[src/design/s1u_consts.vh]
`ifndef S1U_CONSTS_VH
`define S1U_CONSTS_VH

// Register addresses on the special-function port.
`define S1U_ADDR_LOW 8'hf3
`define S1U_ADDR_HIGH 8'hf2
`define S1U_ADDR_CTRL 8'hf1
`define S1U_ADDR_STAT 8'hf0

// Control register field positions.
`define S1U_LEN_BIT 0
`define S1U_OE_BIT 1
`define S1U_SRC_LO 3
`define S1U_SRC_HI 5
`define S1U_RX_BIT 6
`define S1U_RUN_BIT 7

// Status register field positions.
`define S1U_DONE_BIT 0
`define S1U_BUSY_BIT 1

// Reset values.
`define S1U_LOW_RESET 8'h00
`define S1U_HIGH_RESET 8'h00
`define S1U_SRC_RESET 3'h0
`define S1U_SRC_EXTERNAL 3'h0

// Index of the last bit of a transfer in each length.
`define S1U_LAST_BIT8 5'h07
`define S1U_LAST_BIT16 5'h0f

// Unmapped reads answer with this value.
`define S1U_READ_NONE 8'h00

`endif

[src/design/s1u_serial_unit.v]
`default_nettype none
`include "s1u_consts.vh"

// Register port and serial pins of the first serial unit.
// Every output below is a flip-flop, so the pads see no glitches.

module s1u_serial_unit (
   input wire clk,
   input wire rstn,
   input wire [7:0] addr,
   input wire [7:0] wdata,
   input wire wr,
   input wire rd,
   output reg [7:0] rdata,
   input wire serial_one_clock_pin_in,
   output reg serial_one_clock_pin_out,
   output reg serial_one_clock_pin_oe,
   input wire serial_in_pin,
   output reg serial_one_data_out_pin,
   output reg serial_one_data_out_pin_oe,
   output reg serial_one_done_flag
);

   // Half period of the internal serial clock in system clocks.
   // Each step of the source field doubles it; code 000 means external.
   // Code 001 gives one clock per half period, code 111 gives sixty-four.
   // The subtraction wraps for code 000; that result is never used.
   function [7:0] half_count;
      input [2:0] src;
      begin
         half_count = 8'h01 << (src - 3'h1);
      end
   endfunction

   // Shift buffer bytes.
   // The low byte is the software-visible register at its own address.
   // The high byte pairs with it in 16-bit transfers.
   // The next values are worked out in one combinational process.
   reg [7:0] serial_one_shift_low_byte;
   reg [7:0] serial_one_shift_high_byte;
   reg [7:0] next_low;
   reg [7:0] next_high;

   // Control fields.
   reg serial_one_length_select; // Zero means 8 bits, one means 16 bits.
   reg serial_one_output_enable; // Routes the data output pin.
   reg [2:0] clock_source; // Zero selects the partner's clock.
   reg rx_enable; // Set when incoming data are kept in 8-bit mode.
   reg running; // A transfer is in progress.

   // Divider and bit position.
   // The divider counts system clocks inside one half period.
   // The bit counter counts rising edges, up to sixteen.
   reg [7:0] div_count;
   reg [4:0] bit_count;

   // Synchronisers for the pins that come from outside.
   // The clock chain resets high so an idle-high pin gives no false edge.
   // The data input needs no history, so it has only two stages.
   reg sck_meta;
   reg sck_sync;
   reg sck_last;
   reg sin_meta;
   reg sin_sync;

   // Decoded accesses.
   // Unmapped addresses decode to nothing, so such writes are ignored.
   // A start is any control write with the run bit set.
   wire ctrl_wr = wr && (addr == `S1U_ADDR_CTRL);
   wire stat_wr = wr && (addr == `S1U_ADDR_STAT);
   wire low_wr = wr && (addr == `S1U_ADDR_LOW);
   wire high_wr = wr && (addr == `S1U_ADDR_HIGH);
   wire start = ctrl_wr && wdata[`S1U_RUN_BIT];

   // Clock source and edge detection.
   // Internal edges are known one cycle early from the divider, so the
   // shift happens at the same edge at which the pin changes level.
   // External edges arrive three system clocks late; the partner must
   // keep each clock level for several system clocks for this to work.
   wire internal = (clock_source != `S1U_SRC_EXTERNAL);
   wire div_hit = (div_count == (half_count(clock_source) - 8'h01));
   wire int_tick = running && internal && div_hit;
   wire int_fall = int_tick && serial_one_clock_pin_out;
   wire int_rise = int_tick && !serial_one_clock_pin_out;
   // The partner's clock is only looked at after two flip-flops.
   wire ext_fall = running && !internal && sck_last && !sck_sync;
   wire ext_rise = running && !internal && !sck_last && sck_sync;
   wire shift_rise = int_rise || ext_rise;
   wire shift_fall = int_fall || ext_fall;

   // The last rising edge of a transfer ends it.
   // The counter is compared with the last index of the chosen length.
   wire last_bit = (bit_count ==
      (serial_one_length_select ? `S1U_LAST_BIT16 : `S1U_LAST_BIT8));
   wire finish = shift_rise && last_bit;

   // Two flip-flops bring the clock and data pins into our domain.
   // A third copy of the clock gives the edge detector its history.
   always @(posedge clk or negedge rstn) begin
      if (!rstn) begin
         sck_meta <= 1'b1;
         sck_sync <= 1'b1;
         sck_last <= 1'b1;
         sin_meta <= 1'b0;
         sin_sync <= 1'b0;
      end else begin
         sck_meta <= serial_one_clock_pin_in;
         sck_sync <= sck_meta;
         sck_last <= sck_sync;
         sin_meta <= serial_in_pin;
         sin_sync <= sin_meta;
      end
   end

   // Next values of the shift bytes.
   // A shift edge takes precedence over a software write in the same
   // cycle; the write is lost, which firmware avoids by waiting for done.
   // Bits shifted out of low bit 0 are not kept anywhere.
   // Data shift toward bit 0; the bit leaving low bit 0 goes out first.
   always @* begin
      next_low = serial_one_shift_low_byte;
      next_high = serial_one_shift_high_byte;
      if (shift_rise) begin
         if (serial_one_length_select) begin
            // Both bytes form one chain: input enters high bit 7,
            // high bit 0 walks into low bit 7, so the low byte first
            // sends the lower bits and then fills with incoming ones.
            next_high = {sin_sync, serial_one_shift_high_byte[7:1]};
            next_low = {serial_one_shift_high_byte[0], serial_one_shift_low_byte[7:1]};
            // The same chain serves the combined mode.
            next_low = {serial_one_shift_high_byte[0], serial_one_shift_low_byte[7:1]};
         end else begin
            // In 8-bit mode the high byte only collects input.
            if (rx_enable) begin
               next_high = {sin_sync, serial_one_shift_high_byte[7:1]};
            end
            // The low byte only shifts when it has data to send;
            // in receive-only transfers it is left untouched.
            if (serial_one_output_enable) begin
               next_low = {1'b0, serial_one_shift_low_byte[7:1]};
            end
         end
      end else begin
         // Software may write every bit between shifts.
         // The high byte accepts writes the same way.
         if (low_wr) begin
            next_low = wdata;
         end
         if (high_wr) begin
            next_high = wdata;
         end
      end
   end

   // Shift bytes.
   // Both bytes load their next values on every edge.
   // Bit 0 of the low byte has no defined reset value; zero is used.
   always @(posedge clk or negedge rstn) begin
      if (!rstn) begin
         serial_one_shift_low_byte <= `S1U_LOW_RESET;
         serial_one_shift_high_byte <= `S1U_HIGH_RESET;
      end else begin
         serial_one_shift_low_byte <= next_low;
         serial_one_shift_high_byte <= next_high;
      end
   end

   // Control register fields.
   // The reserved bit is not stored and reads back as zero.
   // A write with the run bit clear only changes the configuration.
   // Writing the control register with the run bit set both configures and starts the unit,
   // so firmware must have loaded the data bytes beforehand.
   always @(posedge clk or negedge rstn) begin
      if (!rstn) begin
         serial_one_length_select <= 1'b0;
         serial_one_output_enable <= 1'b0;
         clock_source <= `S1U_SRC_RESET;
         rx_enable <= 1'b0;
      end else if (ctrl_wr) begin
         serial_one_length_select <= wdata[`S1U_LEN_BIT];
         serial_one_output_enable <= wdata[`S1U_OE_BIT];
         clock_source <= wdata[`S1U_SRC_HI:`S1U_SRC_LO];
         rx_enable <= wdata[`S1U_RX_BIT];
      end
   end

   // Transfer state and bit counter.
   // The finishing edge clears running in the cycle it sets done.
   // A stray edge while idle does not move the counter.
   // A start while busy restarts the transfer from bit 0.
   always @(posedge clk or negedge rstn) begin
      if (!rstn) begin
         running <= 1'b0;
         bit_count <= 5'h00;
      end else if (start) begin
         running <= 1'b1;
         bit_count <= 5'h00;
      end else if (finish) begin
         // Received data stay in the bytes until software writes them or a new transfer shifts them.
         running <= 1'b0;
         bit_count <= 5'h00;
      end else if (shift_rise) begin
         bit_count <= bit_count + 5'h01;
      end
   end

   // Done flag.
   // Software clears it by writing one to the status done bit.
   // A finishing edge wins over a clear in the same cycle.
   always @(posedge clk or negedge rstn) begin
      if (!rstn) begin
         serial_one_done_flag <= 1'b0;
      end else if (finish) begin
         serial_one_done_flag <= 1'b1;
      end else if (start || (stat_wr && wdata[`S1U_DONE_BIT])) begin
         serial_one_done_flag <= 1'b0;
      end
   end

   // Internal clock divider.
   // While idle it rests at zero so nothing ticks.
   // It restarts on every start so the first half period is whole.
   always @(posedge clk or negedge rstn) begin
      if (!rstn) begin
         div_count <= 8'h00;
      end else if (start || !running || div_hit) begin
         div_count <= 8'h00;
      end else begin
         div_count <= div_count + 8'h01;
      end
   end

   // Clock pin.
   // Holding the enable on while idle keeps the line high between frames.
   // The pin idles high and each transfer opens with a falling edge;
   // it is driven only while the internal source is chosen.
   always @(posedge clk or negedge rstn) begin
      if (!rstn) begin
         serial_one_clock_pin_out <= 1'b1;
         serial_one_clock_pin_oe <= 1'b0;
      end else begin
         serial_one_clock_pin_oe <= internal;
         if (start || !running) begin
            serial_one_clock_pin_out <= 1'b1;
         end else if (int_tick) begin
            serial_one_clock_pin_out <= !serial_one_clock_pin_out;
         end
      end
   end

   // Data output pin.
   // The output enable follows the control bit even while idle.
   // A new bit is presented on each falling edge, after the rising
   // edge that shifted it into low bit 0; the first bit appears at start.
   always @(posedge clk or negedge rstn) begin
      if (!rstn) begin
         serial_one_data_out_pin <= 1'b0;
         serial_one_data_out_pin_oe <= 1'b0;
      end else begin
         serial_one_data_out_pin_oe <= serial_one_output_enable;
         if (start || shift_fall) begin
            serial_one_data_out_pin <= serial_one_shift_low_byte[0];
         end
      end
   end

   // Read port: data stand for one cycle after the strobe, else zero.
   // The control read shows the run bit as busy.
   // Reads have no side effects on the shift bytes or the flag.
   // Unmapped addresses read back as zero.
   always @(posedge clk or negedge rstn) begin
      if (!rstn) begin
         rdata <= `S1U_READ_NONE;
      end else if (rd) begin
         case (addr)
            `S1U_ADDR_LOW: rdata <= serial_one_shift_low_byte;
            `S1U_ADDR_HIGH: rdata <= serial_one_shift_high_byte;
            `S1U_ADDR_CTRL: rdata <= {running, rx_enable, clock_source, 1'b0,
               serial_one_output_enable, serial_one_length_select};
            `S1U_ADDR_STAT: rdata <= {6'h00, running, serial_one_done_flag};
            default: rdata <= `S1U_READ_NONE;
         endcase
      end else begin
         rdata <= `S1U_READ_NONE;
      end
   end

endmodule
`default_nettype wire

[config.mk]
export PLATFORM = sky130hd
export DESIGN_NAME = s1u_serial_unit
export DESIGN_NICKNAME = d
export VERILOG_FILES = /design/src/design/s1u_serial_unit.v
export VERILOG_INCLUDE_DIRS = /design/src /design/src/design
export SDC_FILE = /design/constraint.sdc
export NUM_CORES = 1
export LEC_CHECK = 0
export BUFFER_PORTS_ARGS = -buffer_cell sky130_fd_sc_hd__buf_4
export CAP_MARGIN = 20
export CORE_ASPECT_RATIO = 1.25
export CORE_MARGIN = 2
export CORE_UTILIZATION = 55
export DETAILED_ROUTE_END_ITERATION = 10
export PLACE_DENSITY = 0.76
export SYNTH_ARGS = -nofsm -noshare
export SYNTH_HDL_FRONTEND = slang
export SYNTH_SLANG_ARGS = --single-unit
[constraint.sdc]
create_clock -name clk -period 4.7 [get_ports clk]
set_input_delay 1.175 -clock clk [delete_from_list [all_inputs] [get_ports clk]]
set_output_delay 1.175 -clock clk [all_outputs]
set_load 0.05 [all_outputs]
==> impl_metrics.py, run 1 <==
metrics = {
    "critical_path": {
        "worst-path-max-fanout": 26,
        "critPathCaptureType": "flip-flop",
        "cp-start-kind": "flip-flop",
        "cp.required_ps": 4950,
        "critPathArrivalTime_ps": 3710,
        "worstSetupPathType": "flip-flop to flip-flop",
    },
    "drt": {
        "wl_um": 5916,
        "avgViaCountPerCell": 6.254,
        "antenna_left": 0,
        "drtIter0Drc": 192,
        "route.detailed.drc": 0,
        "num_vias": 2164,
        "first_pass_iters": 4,
        "wire_per_inst_um": 17.10,
    },
    "synthesis": {
        "synth_edf_count": 0,
        "yosys.area_share.xor_xnor_pct": 3.165,
        "seq_area_frac_synth_pct": 49.01,
        "avgSynthCellArea_um2": 10.77,
        "yosysWarnings": 0,
        "syn_nets": 282,
        "yosysUniqueCellTypes": 50,
        "synth_top_family_by_area": "simple AND/OR/NAND/NOR gates",
        "synth-main-ff-cell": "dfrtp_1",
        "synth_area_um2": 2768,
        "yosys.area.top_type_share_pct": 45.21,
        "netlist_instances": 257,
        "synth_seq_cells": 54,
        "synth_compound_area_share_pct": 17.50,
        "synth-simple-area-share_pct": 18.04,
        "synth.most_common_cell": "dfrtp_1",
        "synth.area.mux_share_pct": 7.595,
        "synth.area.top_cells": "dfrtp_1 (45%), mux2_2 (4.9%), dfstp_2 (3.8%)",
        "yosys.area.top_type": "dfrtp_1",
        "synth_common_cells": "dfrtp_1 (50), nand2_1 (21), nor2_1 (21)",
        "synth_adder_area_share_pct": 1.718,
        "synthArstFlopShare_pct": 100.0,
    },
    "clock_tree": {
        "clock_latency_ps": 310,
        "cts_tree": "done",
        "clk_pin_slew_ps": 100,
        "cts_buffer_depth": 2,
        "cts_setup_buffers": 0,
        "cts_root_buf": "clkbuf_8",
        "numCtsBuffers": 5,
        "h-tree-depth": 2,
        "ctsHoldBuffers": 0,
        "cts_sinks": 54,
        "cts_resized": 0,
    },
    "timing": {
        "report.final.slew_viol_count": 0,
        "fin_tns_setup_ps": 0,
        "timing.hold.ws_ps": 359.8,
        "relSlewSlack_pct": 36.70,
        "hold_viol_final": 0,
        "fmax_mhz": 289.4,
        "finalCriticalPeriod_ps": 3455,
        "skew_ps": 7.903,
        "rsz0062_at_grt": "false",
        "period_share_pct": 73.51,
        "setup_viol": 0,
        "worst_pin_slew_ps": 940.8,
    },
    "power_and_ir_drop": {
        "power_mw": 1.419,
        "pwr-share-seq_pct": 51.8,
        "vdd_drop_max_v": 0.0003038,
        "comb_power_share_pct": 26.5,
        "switching_share_pct": 33.28,
        "p_per_area_nw_per_um2": 451.2,
        "p_switching_mw": 0.4721,
        "leakage_nw": 1.362,
        "internal-power_mw": 0.9465,
        "clock_power_share_pct": 21.7,
    },
    "die": {
        "die_x_um": 67.45,
        "rows": 28,
        "start_util_pct": 57.66,
        "core_um2": 4800,
        "die_h_um": 83.31,
        "io_pins": 35,
        "die_area_um2": 5619,
    },
    "grt": {
        "antenna_found_initial": 0,
        "grt_use_total_pct": 22.92,
        "grt-ovfl-total": 0,
        "grt_pass1_vias": 2044,
        "grt_pass1_wl_um": 9867,
        "grt_start_max_net_pins": 55,
    },
    "outcome": {
        "outcome": "complete, no violations",
    },
    "job": {
        "cap_violations": 0,
    },
    "cells_and_area": {
        "drive_gt1_share_pct": 26.22,
        "fin_nets": 310,
        "finalCoreUtilization_pct": 65.51,
        "antenna_cells": 0,
        "syn2layout_area_growth_pct": 13.61,
        "fillCellCount": 366,
    },
    "placement": {
        "port_buffers": 34,
        "dpl.hpwl_um": 4225,
        "place_congestion": 0.8405,
    },
    "min_path": {
        "holdCritPathClass": "flip-flop to flip-flop",
    },
}
==> layer usage <==
metal  track usage (%)  part of all wire (%)  vias up
met1             31.10                    43     1077
li1                  -                     -     1013
met3             4.472                   5.0       11
met2             36.00                    50       63
met5                 0                     0        -
met4             8.534                   2.0        0
==> area by class of cell <==
class                   instances  area [um2]  share of cell area [%]
clock buffers                   6       72.57                   2.308
inverters                       5       18.77                  0.5969
clock inverters                 2       37.54                   1.194
well taps                      60       75.07                   2.388
repair buffers                 34       255.2                   8.118
multi-input cells             185        1329                   42.26
flip-flops and latches         54        1356                   43.14
==> flip-flops by register name, summed over array words and instances, names as in the netlist, 3 cells and up <==
signal / cells
bit_count: 5
clock_source: 3
div_count: 8
rdata: 8
serial_one_shift_high_byte: 8
serial_one_shift_low_byte: 8
==> cells in the final DEF (no fill, tap or decap), types with 5 or more instances in the layout <==
| master | Yosys | layout |
|---|---|---|
| and3_1 | 6 | 6 |
| xnor2_1 | 5 | 5 |
| clkbuf_8 | 0 | 5 |
| o32a_1 | 8 | 8 |
| o21ai_0 | 6 | 6 |
| a22oi_1 | 5 | 5 |
| nand3_1 | 12 | 12 |
| o21a_1 | 8 | 8 |
| nor2_1 | 21 | 21 |
| o221a_2 | 8 | 8 |
| xor2_1 | 5 | 5 |
| nand2_1 | 21 | 21 |
| mux2_2 | 12 | 12 |
| dfrtp_1 | 50 | 50 |
| or3_1 | 12 | 12 |
| a21oi_1 | 5 | 5 |
| buf_4 | 0 | 34 |
==> power groups by stage <==
stage	clock [mW]	combinational, mW	sequential (mW)
floorplan	0	0.285	0.709
global placement	0	0.366	0.738
detailed placement	0	0.377	0.739
CTS	0.313	0.380	0.730
global route	0.331	0.419	0.756
finish	0.307	0.376	0.735
==> worst max-delay path, cell delays in order (launching register included) <==
cell,delay [ps]
dfrtp_1,560
nor2_1,280
nand2_1,90
ha_1,310
xnor2_1,230
mux2_2,360
o21ai_1,200
o2111ai_2,190
and2_1,440
o21ai_2,450
o221a_2,270
==> cells by family after synthesis <==
kind of cell | after synthesis
AOI/OAI and AO/OA | 58
xor gates and xnor gates | 10
adders and majority gates | 4
buffers and inverters | 18
DFF | 54
muxes | 17
and+or+nand+nor | 96
==> per-stage QoR <==
stage	cell area, um2	instances	worst slack, ps
detailed placement	3034	338	1299
CTS	3144	346	1273
finish	3144	346	1245
floorplan	2768	257	1696
global route	3144	346	1008
global placement	3034	338	1356
==> final timing paths <==
path,slack [ps],startpoint,to,cells past startpoint
worst max-delay path,1240,clock_source[1]$_DFFE_PN0P_,serial_one_shift_low_byte[2]$_DFFE_PN0P_,10
worst min register to register,360,sck_meta$_DFF_PN1_,sck_sync$_DFF_PN1_,0
min in group asynchronous,880,rstn,div_count[3]$_DFF_PN0_,1
max in group asynchronous,3370,rstn,serial_one_data_out_pin$_DFFE_PN0P_,1
worst max register to register,1240,clock_source[1]$_DFFE_PN0P_,serial_one_shift_low_byte[2]$_DFFE_PN0P_,10
worst min-delay path,360,sck_meta$_DFF_PN1_,sck_sync$_DFF_PN1_,0
(Power assumes the default switching activity.)
==> run 2, diff against run 1 <==
ABC_AREA = 1   (was not set)
CORE_UTILIZATION = 52   (was 55)
PLACE_DENSITY = 0.75   (was 0.76)
clock period = 2.8 ns   (was 4.7 ns; I/O delays follow)
==> impl_metrics.py, run 2 <==
metrics = {
    "clock_tree": {
        "cts_setup_buffers": 0,
        "cts_tree": "done",
        "clk_pin_slew_ps": 90,
        "cts_sinks": 54,
        "cts_root_buf": "clkbuf_8",
        "h-tree-depth": 2,
        "ctsHoldBuffers": 0,
        "numCtsBuffers": 5,
        "cts_buffer_depth": 2,
        "clock_latency_ps": 320,
    },
    "placement": {
        "port_buffers": 34,
        "place_congestion": 0.9285,
        "dpl.hpwl_um": 4937,
        "dp_slack_ps": 155.5,
    },
    "critical_path": {
        "worst-path-max-fanout": 23,
        "worstSetupPathType": "flip-flop to flip-flop",
        "critPathArrivalTime_ps": 2810,
        "cp.required_ps": 3050,
        "critPathCaptureType": "flip-flop",
        "cp-start-kind": "flip-flop",
    },
    "synthesis": {
        "seq_area_frac_synth_pct": 46.91,
        "synth.area.top_cells": "dfrtp_1 (43%), nand2_1 (19%), nand3_1 (7.3%)",
        "synth.most_common_cell": "nand2_1",
        "netlist_instances": 374,
        "yosys.area.top_type_share_pct": 43.27,
        "synthArstFlopShare_pct": 100.0,
        "avgSynthCellArea_um2": 7.731,
        "synth_seq_cells": 54,
        "syn_nets": 399,
        "synth_common_cells": "nand2_1 (145), dfrtp_1 (50), nand3_1 (42)",
        "yosysUniqueCellTypes": 33,
        "synth-main-ff-cell": "dfrtp_1",
        "yosysWarnings": 0,
        "yosys.area.top_type": "dfrtp_1",
        "synth_area_um2": 2892,
        "synth_edf_count": 0,
    },
    "drt": {
        "antenna_left": 0,
        "top_layer": "met4",
        "route.detailed.drc": 0,
        "routed-wl-met3_um": 401,
        "first_pass_iters": 5,
        "wire_per_inst_um": 13.82,
        "avgViaCountPerCell": 5.421,
        "wl_um": 6604,
        "drtIter0Drc": 198,
        "num_vias": 2591,
        "dr_wl_met2_um": 3187,
        "drt-met1-wl_um": 2910,
    },
    "die": {
        "rows": 30,
        "io_pins": 35,
        "die_area_um2": 6177,
        "start_util_pct": 53.50,
        "die_h_um": 87.37,
        "core_um2": 5405,
        "die_x_um": 70.70,
    },
    "timing": {
        "worst_pin_slew_ps": 666.9,
        "hold_viol_final": 0,
        "relSlewSlack_pct": 55.13,
        "finalCriticalPeriod_ps": 2563,
        "setup_viol": 0,
        "skew_ps": 13.49,
        "fin_tns_setup_ps": 0,
        "layout_setup_ws_ps": 236.7,
        "rsz0062_at_grt": "false",
        "period_share_pct": 91.55,
        "fmax_mhz": 390.1,
        "report.final.slew_viol_count": 0,
    },
    "cells_and_area": {
        "layout_commonest_cell": "nand2_1",
        "syn2layout_area_growth_pct": 15.14,
        "antenna_cells": 0,
        "finalCoreUtilization_pct": 61.60,
        "drive_gt1_share_pct": 16.18,
        "fin_nets": 438,
        "layout_common_cells": "nand2_1 (145), dfrtp_1 (49), nand3_1 (42)",
        "fillCellCount": 492,
    },
    "grt": {
        "grt_start_max_net_pins": 55,
        "grt_use_total_pct": 22.37,
        "grt_pass1_vias": 2311,
        "grt_pass1_wl_um": 10790,
        "antenna_found_initial": 0,
        "grt-ovfl-total": 0,
    },
    "outcome": {
        "outcome": "complete, no violations",
    },
    "power_and_ir_drop": {
        "vdd_drop_max_v": 0.0003114,
        "p_per_area_nw_per_um2": 688.5,
        "leakage_nw": 1.726,
    },
    "job": {
        "cap_violations": 0,
    },
    "min_path": {
        "holdCritPathClass": "flip-flop to flip-flop",
    },
}
run 2: timing repair:
item                       in CTS  in global routing
setup endpoints to repair       0                 18
hold endpoints to repair        0                  0
gates resized for setup         0                  3
run 2: logic make-up (layout without fill, tap and decap cells):
logic type | Yosys count | in the layout | share of synthesized area (%)
and+or+nand+nor | 246 | 246 | 39.12
DFF | 54 | 54 | 46.91
buffers and inverters | 43 | 83 | 6.620
AOI/OAI and AO/OA | 24 | 24 | 4.847
xor gates and xnor gates | 4 | 4 | 1.211
adders and majority gates | 3 | 3 | 1.298
run 2: worst paths after layout:
check / slack [ps] / start / cells after the start / endpoint
worst min register to register: 350 / sin_meta$_DFF_PN0_ / 0 / sin_sync$_DFF_PN0_
worst max register to register: 240 / clock_source[1]$_DFFE_PN0P_ / 16 / serial_one_shift_high_byte[0]$_DFFE_PN0P_
min in group asynchronous: 400 / rstn / 1 / div_count[6]$_DFF_PN0_
worst max-delay path: 240 / clock_source[1]$_DFFE_PN0P_ / 16 / serial_one_shift_high_byte[0]$_DFFE_PN0P_
max in group asynchronous: 1900 / rstn / 1 / clock_source[1]$_DFFE_PN0P_
worst min-delay path: 350 / sin_meta$_DFF_PN0_ / 0 / sin_sync$_DFF_PN0_
run 2: per-layer routing:
metal	up-vias	global-route usage (%)
met3	11	3.472
li1	1283	-
met5	-	0
met4	0	7.547
met2	92	36.70
met1	1205	30.35
run 2: report_power, final:
group	internal, mW	switching, mW
logic	0.240	0.381
clock network	0.268	0.246
registers	0.967	0.190
total	1.48	0.817
run 2: cell type report:
type	count	area [um2]	share of cell area [%]
inverters	37	138.9	4.171
multi-input cells	277	1361	40.89
clock inverters	1	30.03	0.9019
well taps	64	80.08	2.405
repair buffers	38	285.3	8.568
flip-flops and latches	54	1358	40.77
clock buffers	7	76.32	2.292
run 2: through the flow:
stage,cell area [um2],power [mW],hold slack [ps],std cells
floorplan,2892,1.562,331.2,374
global placement,3204,1.763,331.1,470
detailed placement,3204,1.776,335.8,470
CTS,3311,2.298,357.7,478
global route,3329,2.449,367.6,478
finish,3329,2.292,354.0,478
run 2: critical path, cell delays in order, from the launching register on:
cell,delay [ps]
dfrtp_2,450
inv_1,180
nand3_2,110
ha_1,320
nand2_1,70
nand2_1,50
nor2_1,80
nand2_1,70
nor2_1,90
nand2_1,60
nor2_2,170
nand4_4,220
nand2_8,210
nand2_2,170
nand2_4,130
nand2_1,70
nand2_1,60
==> run 3, diff against run 2 <==
ABC_AREA = not set   (was 1)
PLACE_DENSITY = 0.76   (was 0.75)
==> impl_metrics.py, run 3 (synthesis gave the netlist of run 1 again) <==
metrics = {
    "timing": {
        "setup_viol": 0,
        "relSlewSlack_pct": 55.07,
        "fmax_mhz": 383.4,
        "report.final.slew_viol_count": 0,
        "worst_pin_slew_ps": 673.9,
        "fin_tns_setup_ps": 0,
        "hold_viol_final": 0,
        "timing.hold.ws_ps": 360.0,
        "period_share_pct": 93.16,
        "layout_setup_ws_ps": 191.6,
        "rsz0062_at_grt": "false",
        "finalCriticalPeriod_ps": 2608,
        "skew_ps": 10.62,
    },
    "drt": {
        "first_pass_iters": 4,
        "drtIter0Drc": 210,
        "avgViaCountPerCell": 6.081,
        "wire_per_inst_um": 17.23,
        "wl_um": 6186,
        "antenna_left": 0,
        "route.detailed.drc": 0,
        "num_vias": 2183,
    },
    "die": {
        "die_area_um2": 5925,
        "die_h_um": 85.57,
        "core_um2": 5116,
        "io_pins": 35,
        "start_util_pct": 54.10,
        "rows": 29,
        "die_x_um": 69.25,
    },
    "cells_and_area": {
        "drive_gt1_share_pct": 32.32,
        "fin_nets": 321,
        "fillCellCount": 422,
        "syn2layout_area_growth_pct": 18.49,
        "finalCoreUtilization_pct": 64.10,
        "antenna_cells": 0,
        "layout_commonest_cell": "dfrtp_1",
        "layout_common_cells": "dfrtp_1 (48), buf_4 (45), nand2_1 (21)",
    },
    "grt": {
        "grt_use_total_pct": 21.72,
        "grt_pass1_wl_um": 10230,
        "grt_start_max_net_pins": 55,
        "grt-ovfl-total": 0,
        "antenna_found_initial": 0,
        "grt_pass1_vias": 2058,
        "gr-usage-met1_pct": 30.05,
        "grtUsageMet3_pct": 3.643,
        "top_usage_layer": "met2",
        "use_met2_pct": 35.31,
    },
    "outcome": {
        "outcome": "complete, no violations",
    },
    "critical_path": {
        "critPathCaptureType": "flip-flop",
        "cp-start-kind": "flip-flop",
        "critPathArrivalTime_ps": 2850,
        "reg2reg_slack_ps": 190,
        "worstSetupPathType": "flip-flop to flip-flop",
        "worst-path-max-fanout": 9,
        "cp.required_ps": 3040,
    },
    "placement": {
        "port_buffers": 34,
        "place_congestion": 0.8695,
        "dp_slack_ps": 126.0,
        "dpl.hpwl_um": 4401,
    },
    "clock_tree": {
        "cts_setup_buffers": 0,
        "cts_sinks": 54,
        "clk_pin_slew_ps": 100,
        "numCtsBuffers": 5,
        "clock_latency_ps": 320,
        "cts_resized": 0,
        "cts_root_buf": "clkbuf_8",
        "cts_tree": "done",
        "ctsHoldBuffers": 0,
        "cts_buffer_depth": 2,
        "h-tree-depth": 2,
    },
    "power_and_ir_drop": {
        "p_per_area_nw_per_um2": 743.5,
        "vdd_drop_max_v": 0.0004571,
        "leakage_nw": 1.436,
    },
    "min_path": {
        "holdCritPathClass": "flip-flop to flip-flop",
    },
    "job": {
        "cap_violations": 0,
    },
}
==> run 3: path summary, 6_finish.rpt <==
path / from / end / cells past startpoint
max in group asynchronous: rstn / clock_source[1]$_DFFE_PN0P_ / 1
hold / removal: sck_meta$_DFF_PN1_ / sck_sync$_DFF_PN1_ / 0
setup reg to reg: clock_source[2]$_DFFE_PN0P_ / bit_count[0]$_DFFE_PN0P_ / 11
hold reg to reg: sck_meta$_DFF_PN1_ / sck_sync$_DFF_PN1_ / 0
min in group asynchronous: rstn / serial_one_clock_pin_oe$_DFF_PN0_ / 1
setup / recovery: clock_source[2]$_DFFE_PN0P_ / bit_count[0]$_DFFE_PN0P_ / 11
==> run 3: stage by stage <==
stage / total power [mW] / cells / area [um2]
after CTS: 2.449 / 359 / 3266
after global placement: 1.875 / 351 / 3149
after floorplan: 1.692 / 257 / 2829
after detailed placement: 1.902 / 351 / 3149
final: 2.438 / 359 / 3279
after global routing: 2.577 / 359 / 3279
==> run 3: cell type report <==
cell class                 count  area (um2)  share of cell area [%]
clock inverter                 3       47.55                   1.450
sequential                    54        1359                   41.43
clock buffer                   5       68.82                   2.098
timing repair buffer          45       337.8                   10.30
multi-input combinational    185        1370                   41.78
inverter                       5       18.77                  0.5723
tap                           62       77.57                   2.366
==> run 3: metal layers <==
layer	wire length [um]	vias to the layer above
met5	0	-
met4	83	0
met3	214	6
met2	3176	47
met1	2712	1099
li1	-	1031
==> run 3: power by group <==
| part | internal (mW) | leakage (nW) | switching, mW |
|---|---|---|---|
| sequential | 0.992 | 0.680 | 0.232 |
| clock | 0.271 | 0.0587 | 0.272 |
| combinational | 0.352 | 0.698 | 0.319 |
==> run 3: critical path, cell delays in order, from the launching register on <==
cell,delay (ps)
dfrtp_2,450
nor2_4,140
nand2_1,100
ha_4,210
xnor2_2,160
mux2_2,360
o21ai_2,150
o2111ai_2,130
and2_4,200
buf_4,160
or3_1,340
a21oi_1,140
